$ cat src/pkg/rst_pd_map.svh
// Register offsets, field positions, reset values and timing counts
`ifndef RST_PD_MAP_SVH
`define RST_PD_MAP_SVH
`define OFF_PMR_A 32'h0000_00B0
`define OFF_PMR_B 32'h0000_00B4
`define OFF_MAP_MODE 32'h0000_00B8
`define OFF_IRQ_STAT 32'h0000_00C0
`define OFF_IRQ_MASK 32'h0000_00C4
`define OFF_STATUS 32'h0000_00C8
`define OFF_SCRATCH 32'h0000_00CC
`define BIT_APD_EN 1
`define BIT_CODE_MAP 0
`define BIT_PERIPH_MODE 1
`define IDLE_CLOCKS 15
`define PO_PULSE_NS 1000
`define WARM_PULSE_NS 100
`define OPR_DELAY_NS 200
`define CLK_NS 20
`define RST_ZERO 8'h00
`endif

$ cat src/pkg/rst_pd_pkg.sv
// Types shared by the reset and power-down controller
package rst_pd_pkg;
   typedef enum logic [1:0] {
      ST_COLD = 2'b00,
      ST_HOLD = 2'b01,
      ST_DELAY = 2'b10,
      ST_RUN = 2'b11
   } seq_state_t;
   typedef struct packed {
      logic mcu_io_input;
      logic addr_out_float;
      logic periph_float;
      logic array_addr_block;
   } pin_mode_t;
endpackage

$ cat src/hdl/rst_pd_ctrl.sv
// Reset sequencing and automatic power-down for the memory/logic module
`timescale 1ns/1ps
`default_nettype none
`include "rst_pd_map.svh"
module rst_pd_ctrl
   import rst_pd_pkg::*;
#(
   parameter int PO_CYC = (`PO_PULSE_NS + `CLK_NS - 1) / `CLK_NS,
   parameter int WARM_CYC = (`WARM_PULSE_NS + `CLK_NS - 1) / `CLK_NS,
   parameter int OPR_CYC = (`OPR_DELAY_NS + `CLK_NS - 1) / `CLK_NS,
   parameter int IDLE_CYC = `IDLE_CLOCKS,
   parameter logic [7:0] MAP_CFG = 8'hFF
) (
   input wire logic clk_i, // 50 MHz
   input wire logic rst_i, // Async power-up reset
   input wire logic reset_n_i, // Core reset pin, low active
   input wire logic ale_i, // Address-latch strobe
   input wire logic lockout_i, // Supply below lockout threshold
   input wire logic flash_wr_req_i, // Flash write cycle request
   input wire logic [3:0] logic_in_i, // Logic array inputs
   input wire logic [3:0] addr_in_i, // Address inputs to array
   input wire logic awvalid, // AXI write address valid
   output logic awready, // AXI write address ready
   input wire logic [31:0] awaddr, // AXI write address
   input wire logic wvalid, // AXI write data valid
   output logic wready, // AXI write data ready
   input wire logic [31:0] wdata, // AXI write data
   input wire logic [3:0] wstrb, // AXI byte strobes
   output logic bvalid, // AXI write response valid
   input wire logic bready, // AXI response ready
   output logic [1:0] bresp, // AXI write response
   input wire logic arvalid, // AXI read address valid
   output logic arready, // AXI read address ready
   input wire logic [31:0] araddr, // AXI read address
   output logic rvalid, // AXI read data valid
   input wire logic rready, // AXI read ready
   output logic [31:0] rdata, // AXI read data
   output logic [1:0] rresp, // AXI read response
   output logic powerdown_request_o, // Power-down active
   output logic ready_o, // Module operational
   output logic flash_read_mode_o, // Flash in read mode
   output logic flash_wr_start_o, // Flash write cycle started
   output pin_mode_t pin_mode_o, // Pin states
   output logic [3:0] logic_out_o, // Logic array outputs
   output logic [3:0] macro_ff_o, // Macrocell flip-flops
   output logic irq_o // Interrupt level
);
   // Counters are 16 and 8 bits wide; refuse timings they cannot hold
   if (PO_CYC < 1 || WARM_CYC < 1 || OPR_CYC < 1 || PO_CYC > 65535 || WARM_CYC > 65535
      || OPR_CYC > 65535 || IDLE_CYC < 1 || IDLE_CYC > 255) begin : g_bad_timing
      $error("bad timing parameter");
   end

   seq_state_t state_ff;
   logic [15:0] cnt_ff;
   logic [2:0] rsync_ff, async_ff;
   logic [7:0] idle_ff;
   logic cold_ff;
   logic [7:0] pmr_a_ff, pmr_b_ff, map_ff, scratch_ff;
   logic [2:0] irq_stat_ff, irq_mask_ff;
   logic aw_ff, w_ff;
   logic [31:0] awaddr_ff, wdata_ff;
   logic [3:0] wstrb_ff;
   logic in_reset, rst_seen, rst_rel, ale_edge, ale_lvl, ale_lvl_q, do_write;
   logic [2:0] ev;

   // Three-stage sync; second and third must agree
   always_ff @(posedge clk_i or posedge rst_i) begin
      if (rst_i) begin
         rsync_ff <= 3'b000;
         async_ff <= 3'b000;
      end else begin
         rsync_ff <= {rsync_ff[1:0], ~reset_n_i};
         async_ff <= {async_ff[1:0], ale_i};
      end
   end
   assign rst_seen = rsync_ff[1] & rsync_ff[2];
   assign rst_rel = ~rsync_ff[1] & ~rsync_ff[2];
   assign ale_lvl = async_ff[2];
   // Disagreement means the strobe is moving; a settled change counts as well
   assign ale_edge = (async_ff[1] != ale_lvl) || (ale_lvl != ale_lvl_q);
   always_ff @(posedge clk_i or posedge rst_i) begin
      if (rst_i) ale_lvl_q <= 1'b0;
      else if (async_ff[1] == async_ff[2]) ale_lvl_q <= async_ff[2];
   end

   // Reset sequencer: minimum pulse, then operational delay
   always_ff @(posedge clk_i or posedge rst_i) begin
      if (rst_i) begin
         state_ff <= ST_COLD;
         cnt_ff <= 16'h0000;
         cold_ff <= 1'b1;
      end else begin
         unique case (state_ff)
            ST_COLD, ST_HOLD: begin
               if (rst_seen) begin
                  if (cnt_ff != 16'hFFFF) cnt_ff <= cnt_ff + 16'h0001;
               end else if (rst_rel && cnt_ff >= 16'(cold_ff ? PO_CYC : WARM_CYC)) begin
                  state_ff <= ST_DELAY;
                  cnt_ff <= 16'h0000;
               end
            end
            ST_DELAY: begin
               if (rst_seen) begin
                  state_ff <= ST_HOLD;
                  cnt_ff <= 16'h0000;
               end else if (cnt_ff == 16'(OPR_CYC - 1)) begin
                  state_ff <= ST_RUN;
                  cold_ff <= 1'b0;
               end else begin
                  cnt_ff <= cnt_ff + 16'h0001;
               end
            end
            ST_RUN: begin
               if (rst_seen) begin
                  state_ff <= ST_HOLD;
                  cnt_ff <= 16'h0001;
               end
            end
         endcase
      end
   end
   assign in_reset = (state_ff != ST_RUN);

   // Idle counter on static address strobe
   always_ff @(posedge clk_i or posedge rst_i) begin
      if (rst_i) begin
         idle_ff <= 8'h00;
         powerdown_request_o <= 1'b0;
      end else if (!pmr_a_ff[`BIT_APD_EN] || ale_edge || in_reset) begin
         idle_ff <= 8'h00;
         powerdown_request_o <= 1'b0;
      end else if (idle_ff < 8'(IDLE_CYC)) begin
         idle_ff <= idle_ff + 8'h01;
         powerdown_request_o <= (idle_ff == 8'(IDLE_CYC - 1));
      end
   end

   // Status outputs, pins and flash write gating
   always_ff @(posedge clk_i or posedge rst_i) begin
      if (rst_i) begin
         ready_o <= 1'b0;
         flash_read_mode_o <= 1'b1;
         flash_wr_start_o <= 1'b0;
         pin_mode_o <= '{1'b1, 1'b1, 1'b1, 1'b0};
      end else begin
         ready_o <= (state_ff == ST_RUN);
         flash_read_mode_o <= in_reset | ~flash_wr_req_i;
         flash_wr_start_o <= flash_wr_req_i & ~lockout_i & ~in_reset;
         pin_mode_o.mcu_io_input <= in_reset;
         pin_mode_o.addr_out_float <= in_reset;
         pin_mode_o.periph_float <= in_reset | powerdown_request_o;
         pin_mode_o.array_addr_block <= powerdown_request_o;
      end
   end

   // Logic array: live through reset, addresses blocked from logic_out_o in power-down
   always_ff @(posedge clk_i or posedge rst_i) begin
      if (rst_i) begin
         logic_out_o <= 4'h0;
         macro_ff_o <= 4'h0;
      end else begin
         logic_out_o <= logic_in_i ^ (powerdown_request_o ? 4'h0 : addr_in_i);
         macro_ff_o <= (macro_ff_o & ~logic_in_i) | (logic_in_i & addr_in_i);
      end
   end

   // AXI write capture, either order
   assign do_write = aw_ff && w_ff && !bvalid;
   always_ff @(posedge clk_i or posedge rst_i) begin
      if (rst_i) begin
         aw_ff <= 1'b0;
         w_ff <= 1'b0;
         awaddr_ff <= 32'h0000_0000;
         wdata_ff <= 32'h0000_0000;
         wstrb_ff <= 4'h0;
         bvalid <= 1'b0;
         bresp <= 2'b00;
      end else begin
         if (awvalid && awready) begin
            aw_ff <= 1'b1;
            awaddr_ff <= awaddr;
         end
         if (wvalid && wready) begin
            w_ff <= 1'b1;
            wdata_ff <= wdata;
            wstrb_ff <= wstrb;
         end
         if (do_write) begin
            aw_ff <= 1'b0;
            w_ff <= 1'b0;
            bvalid <= 1'b1;
            bresp <= known(awaddr_ff) ? 2'b00 : 2'b10;
         end else if (bvalid && bready) begin
            bvalid <= 1'b0;
         end
      end
   end
   assign awready = !aw_ff && !bvalid;
   assign wready = !w_ff && !bvalid;

   function automatic logic known(input logic [31:0] a);
      known = a == `OFF_PMR_A || a == `OFF_PMR_B || a == `OFF_MAP_MODE || a == `OFF_IRQ_STAT
         || a == `OFF_IRQ_MASK || a == `OFF_STATUS || a == `OFF_SCRATCH;
   endfunction

   // Power registers clear only at power-up
   always_ff @(posedge clk_i or posedge rst_i) begin
      if (rst_i) begin
         pmr_a_ff <= `RST_ZERO;
         pmr_b_ff <= `RST_ZERO;
      end else if (do_write && wstrb_ff[0]) begin
         if (awaddr_ff == `OFF_PMR_A) pmr_a_ff <= wdata_ff[7:0];
         if (awaddr_ff == `OFF_PMR_B) pmr_b_ff <= wdata_ff[7:0];
      end
   end

   // Map, scratch and IRQ mask reset on either reset (map loads MAP_CFG with both mapping bits cleared), kept in power-down
   always_ff @(posedge clk_i or posedge rst_i) begin
      if (rst_i) begin
         map_ff <= `RST_ZERO;
         scratch_ff <= `RST_ZERO;
         irq_mask_ff <= 3'b000;
      end else if (in_reset) begin
         map_ff <= MAP_CFG & ~(8'h01 << `BIT_CODE_MAP) & ~(8'h01 << `BIT_PERIPH_MODE);
         scratch_ff <= `RST_ZERO;
         irq_mask_ff <= 3'b000;
      end else if (do_write && wstrb_ff[0]) begin
         if (awaddr_ff == `OFF_MAP_MODE) map_ff <= wdata_ff[7:0];
         if (awaddr_ff == `OFF_SCRATCH) scratch_ff <= wdata_ff[7:0];
         if (awaddr_ff == `OFF_IRQ_MASK) irq_mask_ff <= wdata_ff[2:0];
      end
   end

   // Sticky events: power-down entry, ready, lockout refusal; set beats clear
   assign ev = {flash_wr_req_i & lockout_i & ~in_reset, (state_ff == ST_DELAY) && (cnt_ff == 16'(OPR_CYC - 1)),
      powerdown_request_o == 1'b0 && idle_ff == 8'(IDLE_CYC - 1) && pmr_a_ff[`BIT_APD_EN] && !ale_edge && !in_reset};
   always_ff @(posedge clk_i or posedge rst_i) begin
      if (rst_i) begin
         irq_stat_ff <= 3'b000;
         irq_o <= 1'b0;
      end else begin
         irq_stat_ff <= (irq_stat_ff & ~((do_write && awaddr_ff == `OFF_IRQ_STAT && wstrb_ff[0])
            ? wdata_ff[2:0] : 3'b000)) | ev;
         irq_o <= |(irq_stat_ff & irq_mask_ff);
      end
   end

   // AXI read
   always_ff @(posedge clk_i or posedge rst_i) begin
      if (rst_i) begin
         rvalid <= 1'b0;
         rdata <= 32'h0000_0000;
         rresp <= 2'b00;
      end else if (arvalid && arready) begin
         rvalid <= 1'b1;
         rresp <= known(araddr) ? 2'b00 : 2'b10;
         unique case (araddr)
            `OFF_PMR_A: rdata <= {24'h00_0000, pmr_a_ff};
            `OFF_PMR_B: rdata <= {24'h00_0000, pmr_b_ff};
            `OFF_MAP_MODE: rdata <= {24'h00_0000, map_ff};
            `OFF_IRQ_STAT: rdata <= {29'h0000_0000, irq_stat_ff};
            `OFF_IRQ_MASK: rdata <= {29'h0000_0000, irq_mask_ff};
            `OFF_STATUS: rdata <= {28'h000_0000, cold_ff, in_reset, ready_o, powerdown_request_o};
            `OFF_SCRATCH: rdata <= {24'h00_0000, scratch_ff};
            default: rdata <= 32'h0000_0000;
         endcase
      end else if (rvalid && rready) begin
         rvalid <= 1'b0;
      end
   end
   assign arready = !rvalid;

   idle_limit_a: assert property (@(posedge clk_i) disable iff (rst_i)
      $rose(powerdown_request_o) |-> $past(idle_ff) == 8'(IDLE_CYC - 1))
      else $error("power-down not after idle count");
   apd_off_a: assert property (@(posedge clk_i) disable iff (rst_i)
      !pmr_a_ff[`BIT_APD_EN] |=> !powerdown_request_o)
      else $error("power-down while disabled");
   ready_delay_a: assert property (@(posedge clk_i) disable iff (rst_i)
      $rose(ready_o) |-> $past(state_ff, 2) == ST_DELAY)
      else $error("ready without delay");
   warm_hold_a: assert property (@(posedge clk_i) disable iff (rst_i)
      (state_ff == ST_RUN && rst_seen) |=> ##1 !ready_o)
      else $error("warm reset ignored");
   lockout_a: assert property (@(posedge clk_i) disable iff (rst_i)
      $past(lockout_i) |-> !flash_wr_start_o)
      else $error("write started under lockout");
   map_bits_a: assert property (@(posedge clk_i) disable iff (rst_i)
      $past(in_reset) |-> map_ff[`BIT_CODE_MAP] == 1'b0 && map_ff[`BIT_PERIPH_MODE] == 1'b0)
      else $error("mapping bits not forced");
   pins_reset_a: assert property (@(posedge clk_i) disable iff (rst_i)
      $past(in_reset) |-> pin_mode_o.mcu_io_input && pin_mode_o.periph_float)
      else $error("pins not safe in reset");
   pmr_keep_a: assert property (@(posedge clk_i) disable iff (rst_i)
      (in_reset && !do_write) |=> $stable(pmr_a_ff))
      else $error("power register changed by reset");
   addr_block_a: assert property (@(posedge clk_i) disable iff (rst_i)
      powerdown_request_o |=> logic_out_o == $past(logic_in_i))
      else $error("address leaked in power-down");
endmodule // rst_pd_ctrl
`default_nettype wire

$ cat config.mk
export PLATFORM = sky130hd
export DESIGN_NAME = rst_pd_ctrl
export DESIGN_NICKNAME = d
export VERILOG_FILES = /design/src/pkg/rst_pd_pkg.sv /design/src/hdl/rst_pd_ctrl.sv
export VERILOG_INCLUDE_DIRS = /design/src /design/src/pkg
export SDC_FILE = /design/constraint.sdc
export NUM_CORES = 1
export LEC_CHECK = 0
export ABC_AREA = 1
export BUFFER_PORTS_ARGS = -buffer_cell sky130_fd_sc_hd__buf_2
export CAP_MARGIN = 15
export CORE_ASPECT_RATIO = 0.9
export CORE_MARGIN = 1.5
export CORE_UTILIZATION = 55
export CTS_CLUSTER_DIAMETER = 120
export DETAILED_ROUTE_END_ITERATION = 10
export GPL_TIMING_DRIVEN = 0
export HOLD_SLACK_MARGIN = 0.15
export PLACE_DENSITY = 0.82
export SYNTH_ARGS = -nofsm -noshare
export SYNTH_HDL_FRONTEND = slang
export SYNTH_SLANG_ARGS = --single-unit
$ cat constraint.sdc
create_clock -name clk_i -period 10.6 [get_ports clk_i]
set_input_delay 0.53 -clock clk_i [delete_from_list [all_inputs] [get_ports clk_i]]
set_output_delay 0.53 -clock clk_i [all_outputs]
set_load 0.02 [all_outputs]
Word level (Yosys, flattened, before mapping)
Index checks and enable logic that the tools add are counted.

storage, ports and cells
  register bits = 169
  input port bits = 119
  output and inout bits = 58
  logic and storage cells = 193

cells by class
  $add $sub $neg = 2
  $lt $le $gt $ge = 2
  equality and inequality tests = 31
  multiplexer cells = 40
  bitwise gates (word level) = 25
  reductions and logical operators = 60

operators by type and width
  cell                                                                    number
  32-bit by 8-bit equality test with 1-bit output, second input constant  14
  16-bit two-way mux                                                      6
  8-bit two-way mux                                                       8
  8-bit case mux with 7 select lines                                      1
  16-bit case mux with 3 select lines                                     1
  1-bit logical AND                                                       18
  2-bit nonzero test                                                      9
  16-bit by 1-bit adder with 16-bit output, second input constant         1
  16-bit by 4-bit equality test with 1-bit output, second input constant  1
  16-bit by 6-bit greater-or-equal comparator with 1-bit output           1
  16-bit != test, second input constant                                   1
  1-bit logical OR                                                        15
  2-bit two-way mux                                                       7
  3-bit two-way mux                                                       4
  1-bit two-way mux                                                       10
  2-bit AND reduction                                                     5
  3-bit != test, second input constant                                    3
  8-bit by 1-bit adder with 8-bit output, second input constant           1
  4-bit AND                                                               2
  8-bit by 4-bit equality test with 1-bit output, second input constant   1
  8-bit by 4-bit < comparator with 1-bit output, second input constant    1
  2-bit != test, second input constant                                    4
  1-bit NOT                                                               8
  4-bit AND reduction                                                     2
  21 further kinds                                                        36

Logic depth before layout (Yosys ltp)
  depth after elaboration = 8
  mapped depth = 14
  depth with buffers taken out = 13

Worst setup path before layout
Ideal clock, no wire load.

  path type = reg2reg
  start = register cold_ff
  end = register cnt_ff[15]
  library setup time = 117 ps
  arrival = 1692 ps
  required time = 10483 ps
  setup slack = 8791 ps
  stages on the path, launching flop included = 14
  buffers on the path = 1
  period minus slack after synthesis = 1809 ps
  path through = dfstp_2 inv_1 ha_1 inv_1 nor2_1 o21ai_0 nand2_1 nand2_1 nand2_1 nand2_1 nand3_2 buf_2 nand3_1 nand2_1

on the way
  longest elaborated chain between the ends = 5

ends and longest elaborated chain
  element                                                        RTL line            text
  from (decl)                                                    rst_pd_ctrl.sv:58   logic cold_ff;
  from (signal assigned)                                         rst_pd_ctrl.sv:92   cold_ff <= 1'b1;
  from (signal assigned)                                         rst_pd_ctrl.sv:109  cold_ff <= 1'b0;
  6-bit two-way mux                                              rst_pd_ctrl.sv:98   end else if (rst_rel && cnt_ff >= 16'(cold_ff ? PO_CYC : WARM_CYC)) begin
  16-bit by 6-bit greater-or-equal comparator with 1-bit output  rst_pd_ctrl.sv:98
  1-bit logical AND                                              rst_pd_ctrl.sv:98
  3-bit != test (no line)                                        -
  4-bit AND reduction (no line)                                  -
  to (signal assigned)                                           rst_pd_ctrl.sv:97   if (cnt_ff != 16'hFFFF) cnt_ff <= cnt_ff + 16'h0001;
  to (signal assigned)                                           rst_pd_ctrl.sv:111  cnt_ff <= cnt_ff + 16'h0001;
  to (decl)                                                      rst_pd_ctrl.sv:55   logic [15:0] cnt_ff;

No other way between the ends.
A chain may end at the register's enable or synchronous reset.

Worst setup path after layout
  start = register cold_ff
  end = register cnt_ff[7]

Same word-level chain as after synthesis.

==> out/results.ini <==
[clocking]
numCtsBuffers = 17
cts.path.max_buffers = 2
cts-root-buf = clkbuf_16
post_cts_resized = 0
tritoncts = done
post_cts_buffers = 0
cts_hold_buf = 0
htreeDepth = 4
cts_num_sinks = 143
clk_pin_slew_ns = 0.06
insertion_delay_ns = 0.42

[critical_path]
slowest_stage = dfstp_2
crit_buf_inv = 2
path_class = register to register
critPathLaunch = cold_ff$_DFFE_PP1P_
rr_startpoint = cold_ff$_DFFE_PP1P_
arrival_ns = 2.38
critPathMaxStageDelay_ns = 0.57
critPathCaptureType = register
worstPathMaxFanout = 10
worstPathCellList = inv_1 -> ha_1 -> nand2_1 -> nand2_1 -> nor2_1 -> nand2_1 -> nor2_1 -> nand2_1 -> nand2_1 -> nand3_2 -> buf_2 -> nand3_1 -> nand2_1
cp-start-kind = register
cp_top_family = simple AND/OR/NAND/NOR gates
cp_common_cell = nand2_1
cp_data_required_time_ns = 10.90

[yosys]
synth-edff-count = 0
synth_commonest_cells = nand2_1, dfrtp_1, nor2_1, nand3_1, inv_1
postSynthCellCount = 913
synthArstFlopShare = 1.00
ys.flop_type = dfrtp_1
yosysMostFrequentCell = nand2_1
synth_area_leaders = dfrtp_1, nand2_1, nand3_1
ys_ff_latch = 143
avgSynthCellArea_um2 = 8.11
yosys_warnings = 0
ys_types = 36
synth_top_area_cell = dfrtp_1
synth_top_area_frac = 0.470
synth_area_mm2 = 0.00740
seq_area_frac_synth = 0.484

[layout]
final_layout_size_suffix_gt1_frac = 0.236
diodes = 0
area_growth_pct = 20.3
stdcell_count = 1261
nets = 1209

[pwr]
power_density_mw_per_mm2 = 194
combPwrFrac = 0.255
switching_power_uw = 566
pwr-share-seq = 0.421
ir_drop_mv = 0.163
power.leakage_nw = 4.59
totalPowerFinal_mw = 1.73
pwr-share-clk = 0.324
swShare = 0.328
internal_power_mw = 1.16

[sta]
finalCritPeriodShare = 0.196
slew_violations = 0
max_freq_ghz = 0.481
finalSetupViolCount = 0
setup_slack_ns = 8.52
hold_violations = 0
finClkSkew_ns = 0.00987
min_period_ns = 2.08
tightestPinTransition_ns = 0.636
slew_headroom = 0.574
fin_setup_tns_ns = 0
rsz0062_at_grt = no

[floorplan]
core-area_mm2 = 0.0133
dieArea_mm2 = 0.0142
fp-row-count = 40
io_pins = 177
fp.dieH_um = 113
die_x_um = 125
initial_core_util = 0.558

[detailed_routing]
routed_via_density = 5.17
wl_per_cell_um = 13.2
dr.pass1.iters = 5
antenna_left = 0
drtIter0Drc = 475
vias = 6523
drc = 0
wirelength_um = 16700

[global_route]
grt_pass1_wl_um = 28200
first_global_vias = 6001
grt_max_degree = 78
grt_overflow = 0
antenna_found_initial = 0
grtUsageTotal = 0.248

[placement]
dp.cells = 1230
gp_congestion = 0.885
post-place-ws_ns = 8.51
portBuffers = 123
place_hpwl_um = 12300

[worst_hold_path]
hold_path_class = primary input to asynchronous set/reset pin

[run_status]
status = complete, no violations

[flow_run]
maxCapViolCount = 0

cells in the final DEF (no fill, tap or decap), types with 2 or more instances in the layout:
| cell type | count |
|---|---|
| nor3_2 | 2 |
| clkinv_2 | 3 |
| nand3_2 | 2 |
| o211ai_1 | 7 |
| nand2_2 | 3 |
| nand2_1 | 220 |
| buf_4 | 28 |
| xnor2_1 | 7 |
| o31ai_1 | 2 |
| inv_1 | 98 |
| nand3_1 | 106 |
| a21oi_1 | 12 |
| ha_1 | 9 |
| nor3_1 | 7 |
| nor2_2 | 6 |
| clkinv_4 | 2 |
| buf_2 | 138 |
| nor2_1 | 114 |
| clkbuf_16 | 17 |
| dfrtp_1 | 139 |
| mux2_2 | 35 |
| dfstp_2 | 4 |
| inv_2 | 3 |
| o21ai_0 | 42 |
| o21ai_1 | 4 |
| clkbuf_1 | 7 |
| xor2_1 | 4 |
| clkinvlp_4 | 3 |
| o21bai_1 | 2 |
| conb_1 | 26 |
| inv_6 | 4 |
| and2_1 | 2 |
| nand4_1 | 24 |
worst reg2reg max path: stages (launching register included):
cell	delay, ns
dfstp_2	0.57
inv_1	0.10
ha_1	0.30
nand2_1	0.07
nand2_1	0.04
nor2_1	0.09
nand2_1	0.07
nor2_1	0.10
nand2_1	0.07
nand2_1	0.09
nand3_2	0.09
buf_2	0.21
nand3_1	0.10
nand2_1	0.05
power by group through the flow:
stage                     sequential [mW]  clock, mW  combinational (mW)
after floorplan                     0.735          0               0.305
final                               0.727      0.559               0.439
after detailed placement            0.736          0               0.437
after CTS                           0.727      0.567               0.439
after global placement              0.730          0               0.422
after global routing                0.743      0.593               0.487
final timing paths:
path | end | slack (ns) | cells after the start
hold / removal | cnt_ff[13]$_DFFE_PP0P_ | 0.20 | 2
max in group asynchronous | pin_mode_o[1]$_DFF_PP1_ | 9.59 | 3
setup / recovery | cnt_ff[7]$_DFFE_PP0P_ | 8.52 | 13
min in group clk_i | async_ff[0]$_DFF_PP0_ | 0.22 | 1
hold reg to reg | rsync_ff[1]$_DFF_PP0_ | 0.35 | 0
setup reg to reg | cnt_ff[7]$_DFFE_PP0P_ | 8.52 | 13
state kept, by name (all words and copies together), names as in the netlist, 4 cells and up, named ones only:
register and cells:
map_ff 8, awaddr_ff 32, cnt_ff 16, pmr_b_ff 8
scratch_ff 8, wdata_ff 8, pmr_a_ff 8, idle_ff 8
logic_out_o 4, rdata 8
layer usage:
layer  wire length (um)  track usage
met1               7430        0.340
met2               7690        0.394
met3               1390       0.0733
met4                187       0.0598
met5                  0            0
cells by family (layout without fill, tap and decap cells):
family,after synthesis,after routing,synth area share
buf+inv,153,308,0.0953
fa+ha+maj,9,9,0.0152
simple gates,491,491,0.287
flops,143,143,0.484
xor+xnor,11,11,0.0130
mux,35,35,0.0532
compound gates,70,70,0.0515
other cells,1,26,0.000506
through the flow:
| stage | utilization | area (um^2) | hold slack (ns) |
|---|---|---|---|
| 2_1_floorplan | - | 7500 | 0.331 |
| 6_report | 0.672 | 8910 | 0.196 |
| 5_1_grt | 0.672 | 8910 | 0.197 |
| 3_3_place_gp | 0.628 | 8320 | 0.332 |
| 4_1_cts | 0.672 | 8910 | 0.204 |
| 3_5_place_dp | 0.630 | 8360 | 0.336 |
cell type report:
| class | instances | area [um^2] |
|---|---|---|
| buffer | 50 | 319 |
| clock inverter | 12 | 111 |
| fill | 1070 | 4350 |
| timing repair buffer | 124 | 643 |
| multi-input combinational | 642 | 3210 |
| sequential | 143 | 3580 |
| clock buffer | 19 | 443 |
| tap | 168 | 210 |
| inverter | 103 | 392 |
No activity file was read; power rests on OpenSTA's default activity.
